--- config.mk ---
export PLATFORM = sky130hd
export DESIGN_NAME = fsrb_top
export DESIGN_NICKNAME = d
export VERILOG_FILES = /design/src/inc/fsrb_pkg.sv /design/src/inc/fsrb_frame_if.sv /design/src/hdl/fsrb_spi_rx.sv /design/src/hdl/fsrb_top.sv
export SDC_FILE = /design/constraint.sdc
export NUM_CORES = 1
export LEC_CHECK = 0
export BUFFER_PORTS_ARGS = -buffer_cell sky130_fd_sc_hd__buf_2
export CAP_MARGIN = 10
export CORE_ASPECT_RATIO = 0.7
export CORE_MARGIN = 2
export CORE_UTILIZATION = 59
export CTS_CLUSTER_DIAMETER = 60
export DETAILED_ROUTE_END_ITERATION = 8
export PLACE_DENSITY = 0.85
export SKIP_CTS_REPAIR_TIMING = 1
export SYNTH_ARGS = -nofsm -noshare
export SYNTH_HDL_FRONTEND = slang
export SYNTH_SLANG_ARGS = --single-unit
export TNS_END_PERCENT = 1
--- constraint.sdc ---
create_clock -name clock -period 2.2 [get_ports clock]
set_input_delay 0.44 -clock clock [delete_from_list [all_inputs] [get_ports clock]]
set_output_delay 0.44 -clock clock [all_outputs]
set_load 0.02 [all_outputs]
--- src/inc/fsrb_pkg.sv ---
// Constants and types of the fault status register bank
package fsrb_pkg;
  // --------------------------------------------------------------
  // Frame layout
  // --------------------------------------------------------------
  localparam logic [4:0] ADDR_LAST_BIT_C = 5'h07;
  localparam logic [4:0] FRAME_BITS_C = 5'h10;
  localparam logic [4:0] COUNT_MAX_C = 5'h1F;
  localparam int CLEAR_SEL_BIT = 7;
  localparam int ADDR_MSB = 6;
  localparam int ADDR_LSB = 2;
  localparam int TAIL_BIT = 0;
  localparam logic [4:0] ADDR_GLOBAL_C = 5'h06;
  localparam logic [4:0] ADDR_OC1_C = 5'h16;
  // --------------------------------------------------------------
  // Register contents
  // --------------------------------------------------------------
  localparam logic [7:0] STATUS_RESET_C = 8'h00;
  localparam logic [7:0] LATCH_MASK_C = 8'hBE;
  localparam logic [7:0] OFF_MASK_C = 8'h34;
  localparam int SPI_ERR_BIT = 7;
  localparam int LOAD_ERR_BIT = 6;
  localparam int UV_BIT = 5;
  localparam int OV_BIT = 4;
  localparam int NO_POR_BIT = 3;
  localparam int SHUTDOWN_BIT = 2;
  localparam int PREWARN_BIT = 1;
  localparam int RSVD_BIT = 0;
  localparam int OC_CHANNELS = 8;
  localparam int SYNC_STAGES = 2;
  // --------------------------------------------------------------
  // Frame receiver states
  // --------------------------------------------------------------
  typedef enum logic [1:0] {
    RX_IDLE = 2'b00,
    RX_ADDR = 2'b01,
    RX_DATA = 2'b11,
    RX_OVER = 2'b10
  } fsrb_rx_state_type;
endpackage

--- src/inc/fsrb_frame_if.sv ---
// Frame hand-off between the serial receiver and the register bank
`timescale 1ns/1ps
interface fsrb_frame_if;
  logic [7:0] addr_byte;
  logic addr_valid;
  logic frame_done;
  logic frame_error;
  logic [7:0] resp_byte;
  modport rx (
    output addr_byte, addr_valid, frame_done, frame_error,
    input resp_byte
  );
  modport bank (
    input addr_byte, addr_valid, frame_done, frame_error,
    output resp_byte
  );
endinterface

--- src/hdl/fsrb_spi_rx.sv ---
// Oversampled serial frame receiver with in-frame response
`timescale 1ns/1ps
module fsrb_spi_rx (
  input wire logic clock,
  input wire logic rst_n,
  input wire logic ce,
  input wire logic sclk,
  input wire logic cs_n,
  input wire logic mosi,
  output logic miso,
  output logic miso_oe_n,
  fsrb_frame_if.rx frame
);
  // --------------------------------------------------------------
  // Pin synchronisers
  // --------------------------------------------------------------
  logic [2:0] pin_w;
  logic [2:0] meta_q;
  logic [2:0] sync_q;
  logic [2:0] last_q;
  assign pin_w = {sclk, cs_n, mosi};
  genvar gi;
  generate
    for (gi = 0; gi < 3; gi++) begin : g_sync
      always_ff @(posedge clock or negedge rst_n) begin
        if (!rst_n) begin
          meta_q[gi] <= gi == 1;
          sync_q[gi] <= gi == 1;
          last_q[gi] <= gi == 1;
        end else if (ce) begin
          meta_q[gi] <= pin_w[gi];
          sync_q[gi] <= meta_q[gi];
          last_q[gi] <= sync_q[gi];
        end
      end
    end
  endgenerate
  wire sclk_rise = sync_q[2] & ~last_q[2];
  wire sclk_fall = ~sync_q[2] & last_q[2];
  wire cs_fall = ~sync_q[1] & last_q[1];
  wire cs_rise = sync_q[1] & ~last_q[1];
  wire mosi_s = sync_q[0];
  // --------------------------------------------------------------
  // Bit counting
  // --------------------------------------------------------------
  fsrb_pkg::fsrb_rx_state_type state_q, state_d;
  logic [4:0] cnt_q, cnt_d;
  logic [7:0] shin_q, tx_q, addr_q;
  logic valid_q, done_q, err_q, miso_q;
  wire active = state_q != fsrb_pkg::RX_IDLE;
  wire addr_end = sclk_rise && state_q == fsrb_pkg::RX_ADDR &&
                  cnt_q == fsrb_pkg::ADDR_LAST_BIT_C;
  wire full_frame = cnt_q == fsrb_pkg::FRAME_BITS_C;
  always_comb begin
    state_d = state_q;
    cnt_d = cnt_q;
    if (cs_fall) begin
      state_d = fsrb_pkg::RX_ADDR;
      cnt_d = 5'h00;
    end else if (cs_rise) begin
      state_d = fsrb_pkg::RX_IDLE;
    end else if (sclk_rise && active) begin
      if (cnt_q != fsrb_pkg::COUNT_MAX_C) begin
        cnt_d = cnt_q + 5'h01;
      end
      case (state_q)
        fsrb_pkg::RX_ADDR: if (addr_end) state_d = fsrb_pkg::RX_DATA;
        fsrb_pkg::RX_DATA: begin
          if (cnt_q == fsrb_pkg::FRAME_BITS_C - 5'h01) begin
            state_d = fsrb_pkg::RX_OVER;
          end
        end
        fsrb_pkg::RX_OVER: state_d = fsrb_pkg::RX_OVER;
        default: state_d = fsrb_pkg::RX_IDLE;
      endcase
    end
  end
  always_ff @(posedge clock or negedge rst_n) begin
    if (!rst_n) begin
      state_q <= fsrb_pkg::RX_IDLE;
      cnt_q <= 5'h00;
      shin_q <= 8'h00;
      addr_q <= 8'h00;
      valid_q <= 1'b0;
      done_q <= 1'b0;
      err_q <= 1'b0;
    end else if (ce) begin
      state_q <= state_d;
      cnt_q <= cnt_d;
      if (sclk_rise && active) shin_q <= {shin_q[6:0], mosi_s};
      if (addr_end) addr_q <= {shin_q[6:0], mosi_s};
      valid_q <= addr_end;
      done_q <= cs_rise && active && full_frame;
      err_q <= cs_rise && active && !full_frame;
    end
  end
  // --------------------------------------------------------------
  // Response shifter, bank answer loaded once the address is in
  // --------------------------------------------------------------
  always_ff @(posedge clock or negedge rst_n) begin
    if (!rst_n) begin
      tx_q <= 8'h00;
      miso_q <= 1'b0;
    end else if (ce) begin
      if (cs_fall) begin
        tx_q <= 8'h00;
        miso_q <= 1'b0;
      end else if (valid_q) begin
        tx_q <= frame.resp_byte;
      end else if (sclk_fall && active) begin
        miso_q <= tx_q[7];
        tx_q <= {tx_q[6:0], 1'b0};
      end
    end
  end
  assign miso = miso_q;
  assign miso_oe_n = !active;
  assign frame.addr_byte = addr_q;
  assign frame.addr_valid = valid_q;
  assign frame.frame_done = done_q;
  assign frame.frame_error = err_q;
endmodule

--- src/hdl/fsrb_top.sv ---
// Read-and-clear fault status bank behind a 16-bit serial frame
// Operation
// - All status registers reset to zero
// - Frame is address byte then data byte
// - Address bit seven low reads only
// - Address bit seven high clears latched bits, bit three reads one
// - Latched bits never clear without host command
// - Protocol error latches global bit seven
// - Bit six is OR of load errors
// - Load error drops when sources clear
// - Undervoltage latches bit five, outputs off
// - Overvoltage latches bit four, outputs off
// - Bit three zero after power-on reset
// - Thermal shutdown latches bit two, outputs off
// - Prewarning sets bit one, outputs stay
// - Bit zero always reads zero
// - Overcurrent map: bridge four high first
// - Overcurrent latches bit, switch off
// - Global register address field 00110
// - Overcurrent register address field 10110
`timescale 1ns/1ps
module fsrb_top (
  input wire logic clock,
  input wire logic rst_n,
  input wire logic ce,
  input wire logic sclk,
  input wire logic cs_n,
  input wire logic mosi,
  output logic miso,
  output logic miso_oe_n,
  input wire logic uv_detect,
  input wire logic ov_detect,
  input wire logic shutdown_detect,
  input wire logic prewarn_detect,
  input wire logic open_load_any,
  input wire logic [7:0] oc_detect,
  output logic all_outputs_off,
  output logic [7:0] switch_off
);
  // --------------------------------------------------------------
  // Serial frame receiver
  // --------------------------------------------------------------
  fsrb_frame_if frame_if ();
  fsrb_spi_rx u_rx (
    .clock(clock),
    .rst_n(rst_n),
    .ce(ce),
    .sclk(sclk),
    .cs_n(cs_n),
    .mosi(mosi),
    .miso(miso),
    .miso_oe_n(miso_oe_n),
    .frame(frame_if.rx)
  );
  // --------------------------------------------------------------
  // Fault detector synchronisers
  // --------------------------------------------------------------
  // Detectors are analog comparators with no relation to clock
  localparam int NRAW = 13;
  logic [NRAW-1:0] raw_w;
  logic [NRAW-1:0] meta_q;
  logic [NRAW-1:0] sync_q;
  assign raw_w = {uv_detect, ov_detect, shutdown_detect, prewarn_detect,
                  open_load_any, oc_detect};
  genvar gi;
  generate
    for (gi = 0; gi < NRAW; gi++) begin : g_sync
      always_ff @(posedge clock or negedge rst_n) begin
        if (!rst_n) begin
          meta_q[gi] <= 1'b0;
          sync_q[gi] <= 1'b0;
        end else if (ce) begin
          meta_q[gi] <= raw_w[gi];
          sync_q[gi] <= meta_q[gi];
        end
      end
    end
  endgenerate
  wire uv_s = sync_q[12];
  wire ov_s = sync_q[11];
  wire shutdown_s = sync_q[10];
  wire prewarn_s = sync_q[9];
  wire ol_s = sync_q[8];
  // bit seven bridge four high side
  wire [7:0] oc_s = sync_q[7:0];
  // --------------------------------------------------------------
  // Address decode
  // --------------------------------------------------------------
  wire [7:0] addr = frame_if.addr_byte;
  wire clear_sel = addr[fsrb_pkg::CLEAR_SEL_BIT];
  wire tail_ok = addr[fsrb_pkg::TAIL_BIT];
  wire [4:0] field = addr[fsrb_pkg::ADDR_MSB:fsrb_pkg::ADDR_LSB];
  wire hit_glob = tail_ok && field == fsrb_pkg::ADDR_GLOBAL_C;
  wire hit_oc = tail_ok && field == fsrb_pkg::ADDR_OC1_C;
  wire clr_glob = frame_if.frame_done && clear_sel && hit_glob;
  wire clr_oc = frame_if.frame_done && clear_sel && hit_oc;
  // --------------------------------------------------------------
  // Global status
  // --------------------------------------------------------------
  logic [7:0] gstat_q, gstat_d;
  logic [7:0] gset_w;
  logic [7:0] oc_q, oc_d;
  logic off_q;
  logic [7:0] sw_off_q;
  assign gset_w = {frame_if.frame_error, 1'b0, uv_s, ov_s, 1'b0,
                   shutdown_s, prewarn_s, 1'b0};
  always_comb begin
    // only a clear drops a bit, set wins
    gstat_d = ((gstat_q & ~{8{clr_glob}}) | gset_w)
              & fsrb_pkg::LATCH_MASK_C;
    // reads one once power-on was acknowledged
    gstat_d[fsrb_pkg::NO_POR_BIT] = gstat_q[fsrb_pkg::NO_POR_BIT]
                                  | clr_glob;
  end
  // latch per switch, set wins over clear
  assign oc_d = (oc_q & ~{8{clr_oc}}) | oc_s;
  always_ff @(posedge clock or negedge rst_n) begin
    if (!rst_n) begin
      gstat_q <= fsrb_pkg::STATUS_RESET_C;
      oc_q <= fsrb_pkg::STATUS_RESET_C;
      off_q <= 1'b0;
      sw_off_q <= 8'h00;
    end else if (ce) begin
      gstat_q <= gstat_d;
      oc_q <= oc_d;
      off_q <= |(gstat_d & fsrb_pkg::OFF_MASK_C);
      sw_off_q <= oc_d | {8{|(gstat_d & fsrb_pkg::OFF_MASK_C)}};
    end
  end
  assign all_outputs_off = off_q;
  assign switch_off = sw_off_q;
  // --------------------------------------------------------------
  // Read path
  // --------------------------------------------------------------
  // live OR, falls once sources clear
  wire load_err = (|oc_q) | ol_s;
  logic [7:0] glob_rd;
  always_comb begin
    glob_rd = gstat_q;
    glob_rd[fsrb_pkg::LOAD_ERR_BIT] = load_err;
    glob_rd[fsrb_pkg::RSVD_BIT] = 1'b0;
  end
  // read path has no side effect
  assign frame_if.resp_byte = hit_glob ? glob_rd :
                              hit_oc ? oc_q : 8'h00;
endmodule

==> impl_metrics.ini <==
[status]
status = completed

[yosys]
yosysTopAreaCell = dfrtp_1
ys_seq_elements = 90
synthArstFlopShare_pct = 100
ys_seq_area_share_pct = 56.5
synth_top_area_share_pct = 54.5
synth_nets = 343
ys_warn_count = 0
avgSynthCellArea_sq_um = 12.6
synth_cells = 317
synthDistinctLibCells = 55
ys.flop_type = dfrtp_1
synth_area_sq_um = 3990
synth_edf_count = 0
synth.area.top_cells = dfrtp_1, mux2_2, a22o_1, ha_1, o21ai_0

[finish]
antenna-diode-count = 0
area_growth_pct = 11.5
layout_common_cells = dfrtp_1, mux2_2, buf_2
post_layout_nonfiller_instances = 446
nFillCells = 493
final_nets = 373
final_common_cell = dfrtp_1
layout-drive-gt1-share_pct = 33.5

[setup_path]
worst_setup_path_start_kind = flip-flop
cpMostUsedCell = ha_1
reg2reg_depth = 7
slowest_stage = or4_1
worst-setup-path-type = flip-flop to flip-flop
cp.arrival_ns = 2.36
reg2reg_slack_ns = 0.15
crit_fanout = 8
end_kind = flip-flop
critPathMaxStageDelay_ns = 0.50
required_ns = 2.51
crit_chain = ha_1 > and3_2 > ha_1 > nor2_1 > nand3_2 > or4_1 > nand2_1

[timing]
setup_tns_ns = 0
relSlewSlack_pct = 58.7
finalHoldViolCount = 0
clock.fmax_ghz = 0.488
rsz0062_at_grt = false
min_period_over_period_pct = 93.2
fin_crit_ns = 2.05
finalMaxSlewViolations = 0
timing.final.ws_setup_ns = 0.150
tightest_slew_ns = 0.619
setup_viol = 0
skew_ns = 0.0129

[detailed_routing]
drc = 0
wl_microns = 7500
first_pass_iters = 4
ant_nets = 0
drt_iter0_drc = 116
wl_per_cell_microns = 16.8
viasPerCell = 5.88
vias = 2624

[placement]
port_buffers = 29
place_inst = 430
dp_slack_ns = 0.174
dp_hpwl_microns = 5310
routabilityCongestion = 0.871

[cts]
htreeDepth = 3
worstSkewPairLatency_ns = 0.37
cts_buffers = 9
cts_tree = done
cts_root_buf = clkbuf_8
clockBufferDepth = 2
cts_num_sinks = 90
clkTransAtPathRegs_ns = 0.10

[min_path]
hp-class = primary input to async pin

[floorplan]
rows = 25
coreArea_sq_um = 6660
ios = 30
die_w_microns = 102
die_y_microns = 72.8
die_area_sq_um = 7450
initial_core_util_pct = 59.9

[grt]
grt_first_pass_wirelength_microns = 12900
grt_max_degree = 49
antenna_found_initial = 0
grt_usage_pct = 23.0
grt.overflow.total = 0
grt_pass1_vias = 2560

[pwr]
vdd.ir_drop.worst_mv = 0.382
power.total_w = 0.00353
power.density_nw_per_um2 = 792
p_leak_nw = 1.92

[job]
drv_cap = 0
area by class of cell:
type / count / area, sq um / area share, %
Clock buffer: 9 / 124 / 2.78
Clock inverter: 7 / 70.1 / 1.57
Inverter: 11 / 41.3 / 0.927
Multi-Input combinational cell: 199 / 1620 / 36.4
Sequential cell: 90 / 2260 / 50.6
Tap cell: 94 / 118 / 2.64
Timing Repair Buffer: 36 / 225 / 5.06
per-stage QoR:
stage                     hold WS (ns)  util, %  cell area (sq um)
after global routing             0.111     66.9               4450
after global placement           0.450     63.9               4260
after CTS                       0.0867     66.9               4450
final                           0.0755     66.9               4450
after detailed placement         0.452     63.9               4260
after floorplan                  0.144        -               3990
critical path: cells and delay by family, from the launching register on:
kind,cells,cell delay (ns)
and+or+nand+nor,5,1.13
DFF,1,0.43
adders and majority gates,2,0.45
cells by family after synthesis:
kind of cell               Yosys count  share of synthesized area, %
muxes                               53                          14.9
AOI/OAI and AO/OA                   66                          12.0
DFF                                 90                          56.5
buffers and inverters               28                          2.94
and+or+nand+nor                     72                          11.2
adders and majority gates            7                          2.19
xor gates and xnor gates             1                         0.219
path summary, 6_finish.rpt:
path | startpoint | to
max in group asynchronous | rst_n | u_rx.tx_q[0]
setup / recovery | u_rx.cnt_q[0] | u_rx.cnt_q[3]
hold reg to reg | gstat_q[3] | gstat_q[3]
min in group clock | open_load_any | meta_q[8]
hold / removal | rst_n | uv_s
setup reg to reg | u_rx.cnt_q[0] | u_rx.cnt_q[3]
sequential cells by signal, indices dropped and copies added (netlist names):
name and flops:
meta_q 13, oc_q 8, oc_s 8, switch_off 8
u_rx.tx_q 8, u_rx.frame.addr_byte 7, u_rx.shin_q 7, gstat_q 6
u_rx.cnt_q 5, u_rx.meta_q 3, u_rx.last_q 2, u_rx.state_q 2
u_rx.sync_q 2, all_outputs_off 1, ol_s 1, ov_s 1
prewarn_s 1, shutdown_s 1, u_rx.frame.addr_valid 1, u_rx.frame.frame_done 1
u_rx.frame.frame_error 1, u_rx.miso 1, u_rx.mosi_s 1, uv_s 1
routing by layer:
layer  GRT usage, %  wire length (microns)
met5              0                      0
met2           32.2                   3430
met4           8.15                     84
met3           5.08                    411
met1           35.7                   3580
cell usage after synthesis, drive strengths merged (2+ instances only):
cell / instances
ha: 7
or4: 2
inv: 11
a21oi: 10
o21ai: 16
a31oi: 6
nor2b: 8
nor4: 4
nand4: 4
dfrtp: 87
buf: 11
nand3: 4
o2bb2ai: 8
and2: 5
o211ai: 2
and3: 2
nand2b: 10
dfstp: 3
clkbuf: 6
o31ai: 2
nor3: 3
nand2: 7
mux2: 52
a21o: 2
nor4b: 2
a22o: 13
nand4b: 2
nor2: 12
power breakdown:
part           total (W)  switching [W]  internal [W]
Combinational   0.000465       0.000233      0.000233
Clock            0.00109       0.000644      0.000441
Sequential       0.00198       0.000146       0.00183
Total            0.00353        0.00102       0.00251
Power figures use the tool's default switching activity.
